--- src/hw/psm_defs.vh ---
// constants for the power-state manager
`ifndef PSM_DEFS_VH
`define PSM_DEFS_VH
// power states
`define PSM_ST_BOOT 3'h0
`define PSM_ST_ACTIVE 3'h1
`define PSM_ST_IDLE 3'h2
`define PSM_ST_SLEEP 3'h3
// core clock rate selection codes
`define PSM_CLK_12M 2'h0
`define PSM_CLK_5M 2'h1
`define PSM_CLK_100K 2'h2
// core clock rates in kHz per state
`define PSM_RATE_ACTIVE_KHZ 16'h2EE0
`define PSM_RATE_IDLE_KHZ 16'h1388
`define PSM_RATE_SLEEP_KHZ 16'h0064
// host commands
`define PSM_CMD_NONE 2'h0
`define PSM_CMD_SLEEP 2'h1
`define PSM_CMD_WAKE 2'h2
`define PSM_CMD_IDLE 2'h3
`endif

--- src/hw/psm_power_manager.v ---
// power-state manager of the type-c / pd controller core
`timescale 1ns/10ps
`include "psm_defs.vh"

// Notes on behaviour
// - Core clock is 12 MHz active, about 5 MHz idle, 100 kHz sleep; slow osc always on, fast off in sleep.
// - PD traffic wakes idle to active but never wakes sleep.
// - The PD message that wakes the core from idle is dropped; later ones pass.
// - Addressed I2C traffic or attach/detach wakes the core from idle or sleep.
// - With the regulated 3.3 V rail fed from the bus supply, the port acts only as a sink.
// - During boot a config bundle is accepted over I2C or SPI before normal operation.
// - A host command port over I2C controls the power state while the core is active or idle.
module psm_power_manager #(
   parameter IDLE_TIMEOUT = 16'h0400
) (
   // clock and reset
   input wire core_clk,
   input wire resetn,
   // pins from outside the clock domain
   input wire cable_attached,
   input wire rail_from_bus,
   // traffic start strobes from the phy and serial front ends
   input wire pd_msg_valid,
   input wire i2c_addr_match,
   input wire spi_activity,
   // configuration bundle load during boot
   input wire cfg_i2c_done,
   input wire cfg_spi_done,
   // host command port from the i2c front end
   input wire host_cmd_valid,
   input wire [1:0] host_cmd,
   // state and clock control
   output reg [2:0] power_state,
   output reg [1:0] core_clk_sel,
   output reg [15:0] core_rate_khz,
   output wire osc_100k_en,
   output reg osc_24m_en,
   // traffic gates
   output reg pd_enable,
   output reg i2c_enable,
   output reg spi_enable,
   output wire typec_detect_en,
   output wire pd_msg_accept,
   output wire host_cmd_ready,
   // power role
   output reg sink_only,
   output reg source_path_allowed,
   output reg cfg_loaded
);
   // ****************************************
   // pin synchronisers
   // ****************************************
   wire [1:0] pins_sync;
   wire attached;
   wire bus_rail;

   psm_sync #(.WIDTH(2)) u_sync (
      .core_clk(core_clk),
      .resetn(resetn),
      .pin({rail_from_bus, cable_attached}),
      .level(pins_sync)
   );
   assign attached = pins_sync[0];
   assign bus_rail = pins_sync[1];

   // ****************************************
   // state machine
   // ****************************************
   localparam ST_BOOT = `PSM_ST_BOOT;
   localparam ST_ACTIVE = `PSM_ST_ACTIVE;
   localparam ST_IDLE = `PSM_ST_IDLE;
   localparam ST_SLEEP = `PSM_ST_SLEEP;

   reg [2:0] next_power_state;
   reg attached_q;
   reg [15:0] idle_cnt;
   reg sleep_req;
   wire attach_event;
   wire wake_any;
   wire cmd_sleep;
   wire cmd_wake;
   wire cmd_idle;

   assign attach_event = attached ^ attached_q;
   // wake sources common to idle and sleep
   assign wake_any = i2c_addr_match | attach_event;
   assign host_cmd_ready = (power_state == ST_ACTIVE) || (power_state == ST_IDLE);
   assign cmd_sleep = host_cmd_valid & host_cmd_ready & (host_cmd == `PSM_CMD_SLEEP);
   assign cmd_wake = host_cmd_valid & host_cmd_ready & (host_cmd == `PSM_CMD_WAKE);
   assign cmd_idle = host_cmd_valid & host_cmd_ready & (host_cmd == `PSM_CMD_IDLE);

   // next state decision
   always @* begin
      next_power_state = power_state;
      case (power_state)
         ST_BOOT: begin
            if (cfg_i2c_done || cfg_spi_done) begin
               next_power_state = ST_ACTIVE;
            end
         end
         ST_ACTIVE: begin
            // sleep only while unconnected, else stay active until an idle command or the idle timeout
            if ((sleep_req || cmd_sleep) && !attached) begin
               next_power_state = ST_SLEEP;
            end else if (cmd_idle || idle_cnt == IDLE_TIMEOUT) begin
               next_power_state = ST_IDLE;
            end
         end
         ST_IDLE: begin
            if (wake_any || pd_msg_valid || cmd_wake) begin
               next_power_state = ST_ACTIVE;
            end else if ((sleep_req || cmd_sleep) && !attached) begin
               next_power_state = ST_SLEEP;
            end
         end
         ST_SLEEP: begin
            // pd traffic deliberately ignored here
            if (wake_any) begin
               next_power_state = ST_ACTIVE;
            end
         end
         default: begin
            next_power_state = ST_BOOT;
         end
      endcase
   end

   // state, attach history, idle counter, pending sleep request
   always @(posedge core_clk) begin
      if (!resetn) begin
         power_state <= ST_BOOT;
         attached_q <= 1'b0;
         idle_cnt <= 16'h0000;
         sleep_req <= 1'b0;
      end else begin
         power_state <= next_power_state;
         attached_q <= attached;
         // any traffic restarts the inactivity count
         if (power_state != ST_ACTIVE || pd_msg_valid || i2c_addr_match || spi_activity
             || host_cmd_valid) begin
            idle_cnt <= 16'h0000;
         end else if (idle_cnt != IDLE_TIMEOUT) begin
            idle_cnt <= idle_cnt + 16'h0001;
         end
         // sleep request held until sleep is reached or wake asked; wake wins
         if (cmd_wake || next_power_state == ST_SLEEP) begin
            sleep_req <= 1'b0;
         end else if (cmd_sleep) begin
            sleep_req <= 1'b1;
         end
      end
   end

   // ****************************************
   // clock, oscillator and feature gating
   // ****************************************
   assign osc_100k_en = 1'b1;
   assign typec_detect_en = 1'b1;
   // the waking pd message is dropped: gate uses the current state only
   assign pd_msg_accept = pd_msg_valid & (power_state == ST_ACTIVE);

   // registered controls follow the state
   always @(posedge core_clk) begin
      if (!resetn) begin
         core_clk_sel <= `PSM_CLK_12M;
         core_rate_khz <= `PSM_RATE_ACTIVE_KHZ;
         osc_24m_en <= 1'b1;
         pd_enable <= 1'b0;
         i2c_enable <= 1'b1;
         spi_enable <= 1'b1;
         sink_only <= 1'b0;
         // role outputs stay complementary through reset, bus rail reads low
         source_path_allowed <= 1'b1;
         cfg_loaded <= 1'b0;
      end else begin
         // boot runs at full rate with both config buses open
         case (next_power_state)
            ST_IDLE: begin
               core_clk_sel <= `PSM_CLK_5M;
               core_rate_khz <= `PSM_RATE_IDLE_KHZ;
               osc_24m_en <= 1'b1;
               pd_enable <= 1'b0;
               i2c_enable <= 1'b1;
               spi_enable <= 1'b0;
            end
            ST_SLEEP: begin
               core_clk_sel <= `PSM_CLK_100K;
               core_rate_khz <= `PSM_RATE_SLEEP_KHZ;
               osc_24m_en <= 1'b0;
               pd_enable <= 1'b0;
               i2c_enable <= 1'b0;
               spi_enable <= 1'b0;
            end
            ST_ACTIVE: begin
               core_clk_sel <= `PSM_CLK_12M;
               core_rate_khz <= `PSM_RATE_ACTIVE_KHZ;
               osc_24m_en <= 1'b1;
               pd_enable <= 1'b1;
               i2c_enable <= 1'b1;
               spi_enable <= 1'b1;
            end
            default: begin
               core_clk_sel <= `PSM_CLK_12M;
               core_rate_khz <= `PSM_RATE_ACTIVE_KHZ;
               osc_24m_en <= 1'b1;
               pd_enable <= 1'b0;
               i2c_enable <= 1'b1;
               spi_enable <= 1'b1;
            end
         endcase
         // role limited while powered from the bus
         sink_only <= bus_rail;
         source_path_allowed <= ~bus_rail;
         if (power_state == ST_BOOT && next_power_state == ST_ACTIVE) begin
            cfg_loaded <= 1'b1;
         end
      end
   end
endmodule // psm_power_manager

--- src/hw/psm_sync.v ---
// three-stage pin synchroniser with agreement filter
`timescale 1ns/10ps
module psm_sync #(
   parameter WIDTH = 1
) (
   // clock and reset
   input wire core_clk,
   input wire resetn,
   // raw pin and filtered level
   input wire [WIDTH-1:0] pin,
   output reg [WIDTH-1:0] level
);
   reg [WIDTH-1:0] s1;
   reg [WIDTH-1:0] s2;
   reg [WIDTH-1:0] s3;
   genvar i;

   // s1 only feeds s2, level changes when s2 and s3 agree
   always @(posedge core_clk) begin
      if (!resetn) begin
         s1 <= {WIDTH{1'b0}};
         s2 <= {WIDTH{1'b0}};
         s3 <= {WIDTH{1'b0}};
      end else begin
         s1 <= pin;
         s2 <= s1;
         s3 <= s2;
      end
   end

   generate
      for (i = 0; i < WIDTH; i = i + 1) begin : g_bit
         always @(posedge core_clk) begin
            if (!resetn) begin
               level[i] <= 1'b0;
            end else if (s2[i] == s3[i]) begin
               level[i] <= s3[i];
            end
         end
      end
   endgenerate
endmodule // psm_sync

--- config.mk ---
export PLATFORM = sky130hd
export DESIGN_NAME = psm_power_manager
export DESIGN_NICKNAME = d
export VERILOG_FILES = /design/src/hw/psm_power_manager.v /design/src/hw/psm_sync.v
export VERILOG_INCLUDE_DIRS = /design/src /design/src/hw
export SDC_FILE = /design/constraint.sdc
export NUM_CORES = 1
export LEC_CHECK = 0
export ABC_AREA = 1
export ABC_CLOCK_PERIOD_IN_PS = 2890
export BUFFER_PORTS_ARGS = -buffer_cell sky130_fd_sc_hd__buf_4
export CAP_MARGIN = 20
export CORE_UTILIZATION = 28
export CTS_BUF_LIST = sky130_fd_sc_hd__clkbuf_4
export DETAILED_ROUTE_END_ITERATION = 7
export PLACE_DENSITY_LB_ADDON = 0.08
export SETUP_SLACK_MARGIN = 0.4
export SYNTH_ARGS = -nofsm -noshare
export SYNTH_HDL_FRONTEND = slang
export SYNTH_SLANG_ARGS = --single-unit
--- constraint.sdc ---
create_clock -name core_clk -period 2.89 [get_ports core_clk]
set_input_delay 0 -clock core_clk [delete_from_list [all_inputs] [get_ports core_clk]]
set_output_delay 0 -clock core_clk [all_outputs]
set_load 0.05 [all_outputs]
==> impl.org <==
** Status
- The flow ran to the end, and the final reports show no timing, DRC or antenna violations.

** Place
- Final GP Congestion :: 0.690
- Worst slack at placement :: 1.28 ns
- DPL Wire Length :: 2610 um
- The placed instances occupy a cell area of 2030 um2.
- # port buffers :: 36

** Worst setup path
- Crit-path leading delay family :: buffers and inverters
- The worst setup path is launched from an input port.
- Maximum fanout encountered on the critical timing path :: 14
- Traced cell by cell, the critical path runs through dlygate4sd3_1, buf_4, inv_1, nor2_1, nand2_1, nor4_4, inv_4, a21oi_2, o21a_1.
- The worst setup path is of the input port to flop kind.
- STA puts the critical path data arrival time at 1.94 ns.
- Type of destination of the critical path :: flop
- Highest-delay cell along the critical path :: dlygate4sd3_1
- Delay contributed by the slowest stage of the critical path :: ~0.52 ns
- STA puts the critical path data required time at 3.18 ns.
- Counting both buffers and inverters, the worst setup path holds a total of 4.

** STA
- For the pin with the worst max-slew slack, the measured transition is 0.673 ns.
- Once routing completed, OpenROAD measured the worst setup slack at 1.24 ns.
- Post-layout minimum cycle time :: 1.65 ns
- The final critical path takes up 57.2% of the cycle.
- Setup repair after global routing missed its margin :: no
- Hold timing on the final database bottoms out at a slack of 0.0109 ns.
- Worst max-slew margin expressed relative to the limit :: 54.8%
- Adding up every negative setup slack in the final design gives 0 ns.
- Fmax :: 0.605 GHz
- Setup violations remaining at the end of the flow were counted as 0.
- The final count of pins violating max slew is 0.
- Clock skew on the completed layout was measured at roughly 0.014 ns.
- The number of hold violations in the final report is 0.

** Clocking
- The tree is rooted in a clkbuf_4.
- Clock buffers created by TritonCTS :: 5
- Number of clock sinks :: 39
- Clock tree from TritonCTS :: done
- Clock latency at the later pin of the worst-skew pair :: 0.34 ns
- H-tree Lvls :: 2
- In this run the deepest clock path goes through 2 buffers.
- Resized cells post-CTS :: 0
- Clock Pin Slew Worst Setup and Hold Paths :: 0.12 ns
- Setup Fix Bufs, Post-CTS :: 0

** Yosys
- Library cell with the largest summed area after synthesis :: dfxtp_1
- Netlist Area Pre-Place :: 1780 um2
- The share of synthesized area in the top cell type comes to between 40% and 50%.
- #FFs+latches synth :: 39
- Post-synthesis area per instance :: 7.67 um2
- By instance count, the leading cell after synthesis is inv_1.
- In the synthesized netlist, the number of instances is around 230.
- Ys async rst share :: 0%
- In the post-synthesis netlist, the biggest area contributors are dfxtp_1 (44%), inv_1 (8.6%), buf_4 (7.2%).
- The share of the Yosys chip area taken by registers is 43.9%.
- The netlist uses 33 different library cells.
- Counting flops with a built-in enable in the synthesized netlist gives 0.
- Yosys warning total :: 0
- Post-synth top flop :: dfxtp_1
- Top cells by instance count after synthesis :: inv_1 (41), dfxtp_1 (39), nand2_1 (34), nor2_1 (24), buf_4 (17)

** Floorplanning
- In this run the count of I/O pins placed on the die edge is 44.
- For this configuration, the core starts out at a cell density of 29.5%.
- Die H :: 81.7 um
- Core Area :: 6030 um2
- Number of rows in the core area :: 28
- X dimension of the die :: 81.7 um
- The die covers ~6700 um2.

** Finish
- From synthesis to final layout, the design area changed by 22.8%.
- 0 antenna diodes ended up in the layout.
- The post-route netlist has 23.6% of its cells at a drive strength greater than 1.
- The filler cells instantiated in the layout total 663.
- Post-route cell area :: 2190 um2
- Net count of the finished layout :: 284

** Power and ir drop
- Peak VDD IR :: around 0.00027 V
- In this run the power density over the cells is 467 nW/um2.
- Final total power :: approximately 1.0 mW
- Standby leakage power :: 1.05 nW

** Routing
- Total wire length :: 3440 um
- After detailed routing, the average wire length per cell comes to 9.95 um.
- After detailed routing, the number of remaining DRC violations is 0.
- Detailed routing inserted a total of between 1,000 and 1,500 vias.
- In this run, the number of DRC markers left after iteration 0 of detailed routing was 34.
- After detailed routing, the number of vias per cell comes to 4.07.
- Post-detailed-route count of antenna-violating nets :: 0
- Drt first pass iters :: 4

** GRT
- The initial antenna violation count came to 0.
- Number of global-route vias before repair :: around 1,200
- For this run the aggregate overflow at the end of global routing stands at 0.
- Across every metal layer, demand over resource in global routing totals between 10% and 20%.
- Maximum number of pins on one net before global-route repair :: 15
- Wire length of the first global-routing pass :: 5580 um

** Worst hold path
- The min-delay analysis places its worst path in the category input port to flop.

** Job
- Number of max-cap violations :: 0
[path summary, 6_finish.rpt]
kind | slack, ns | start | to | depth (start not counted)
setup / recovery | 1.24 | resetn | idle_cnt[12] | 9
hold reg to reg | 0.43 | u_sync.s1[1] | u_sync.s2[1] | 2
hold / removal | 0.01 | cfg_i2c_done | cfg_loaded | 3
setup reg to reg | 1.25 | power_state[1] | idle_cnt[12] | 6
[flip-flops by register name (all words and copies together), names as in the netlist]
register,count
idle_cnt,16
core_rate_khz,4
power_state,3
u_sync.level,2
u_sync.s1,2
u_sync.s2,2
u_sync.s3,2
attached_q,1
cfg_loaded,1
core_clk_sel,1
i2c_enable,1
pd_enable,1
sink_only,1
sleep_req,1
source_path_allowed,1
[layout by cell type (no fill, tap or decap), drive strengths merged]
cell type    count
ha               2
nand2           39
or2              1
o21bai           2
o21ai           10
clkbuf           5
inv             44
dlygate4sd3      7
nand4            1
o21a             1
nor3             3
a31oi            1
conb             8
nand3           19
o211ai           1
nor4             1
and3             1
dfxtp           39
buf             36
xor2             2
clkinv           2
nor2            27
a21oi           16
nor3b            1
a211oi           1
bufinv           1
[routing by layer]
layer	global-route usage (%)	vias to the layer above	share of wire, %
met2	15.3	38	40
met1	16.2	597	54
met4	4.21	0	0.78
li1	-	771	-
met3	3.00	2	5.1
met5	0	-	0
[logic make-up after synthesis]
group	Yosys count	share of synthesized area, %
AO/OA/AOI/OAI	32	9.98
flip-flops	39	43.9
other	2	0.422
XOR/XNOR	2	0.984
buffers and inverters	62	16.9
adder cells (fa/ha/maj)	2	1.41
AND/OR/NAND/NOR	93	26.5
[where the power goes]
part           switching [mW]  total (mW)  internal (mW)
combinational          0.0699       0.103         0.0329
clock                   0.186       0.368          0.182
sequential            0.00436       0.550          0.546
total                   0.260        1.02          0.761
[stage by stage]
stage,cells,utilization [%]
after floorplan,238,-
after global placement,331,33.8
after detailed placement,331,33.8
after CTS,346,36.3
after global routing,346,36.3
final,346,36.3
[repair_timing]
item	CTS	global route
hold buffers	7	0
hold endpoints to repair	24	0
setup endpoints to repair	0	0
[worst reg2reg max path, cell delays in order (launching register included)]
cell and delay [ns]:
dfxtp_1 0.37, nor2_2 0.15, nand2_2 0.11, nor4_4 0.60
inv_4 0.13, a21oi_2 0.13, o21a_1 0.12
[cell type report]
class / count / area [um2] / share of cell area (%)
inverters: 44 / 168 / 7.67
repair buffers: 43 / 340 / 15.6
clock buffers: 5 / 37.5 / 1.72
well taps: 75 / 93.8 / 4.29
multi-input cells: 137 / 722 / 33.0
clock inverters: 3 / 43.8 / 2.00
flip-flops and latches: 39 / 781 / 35.7
No activity file was read; power rests on OpenSTA's default activity.
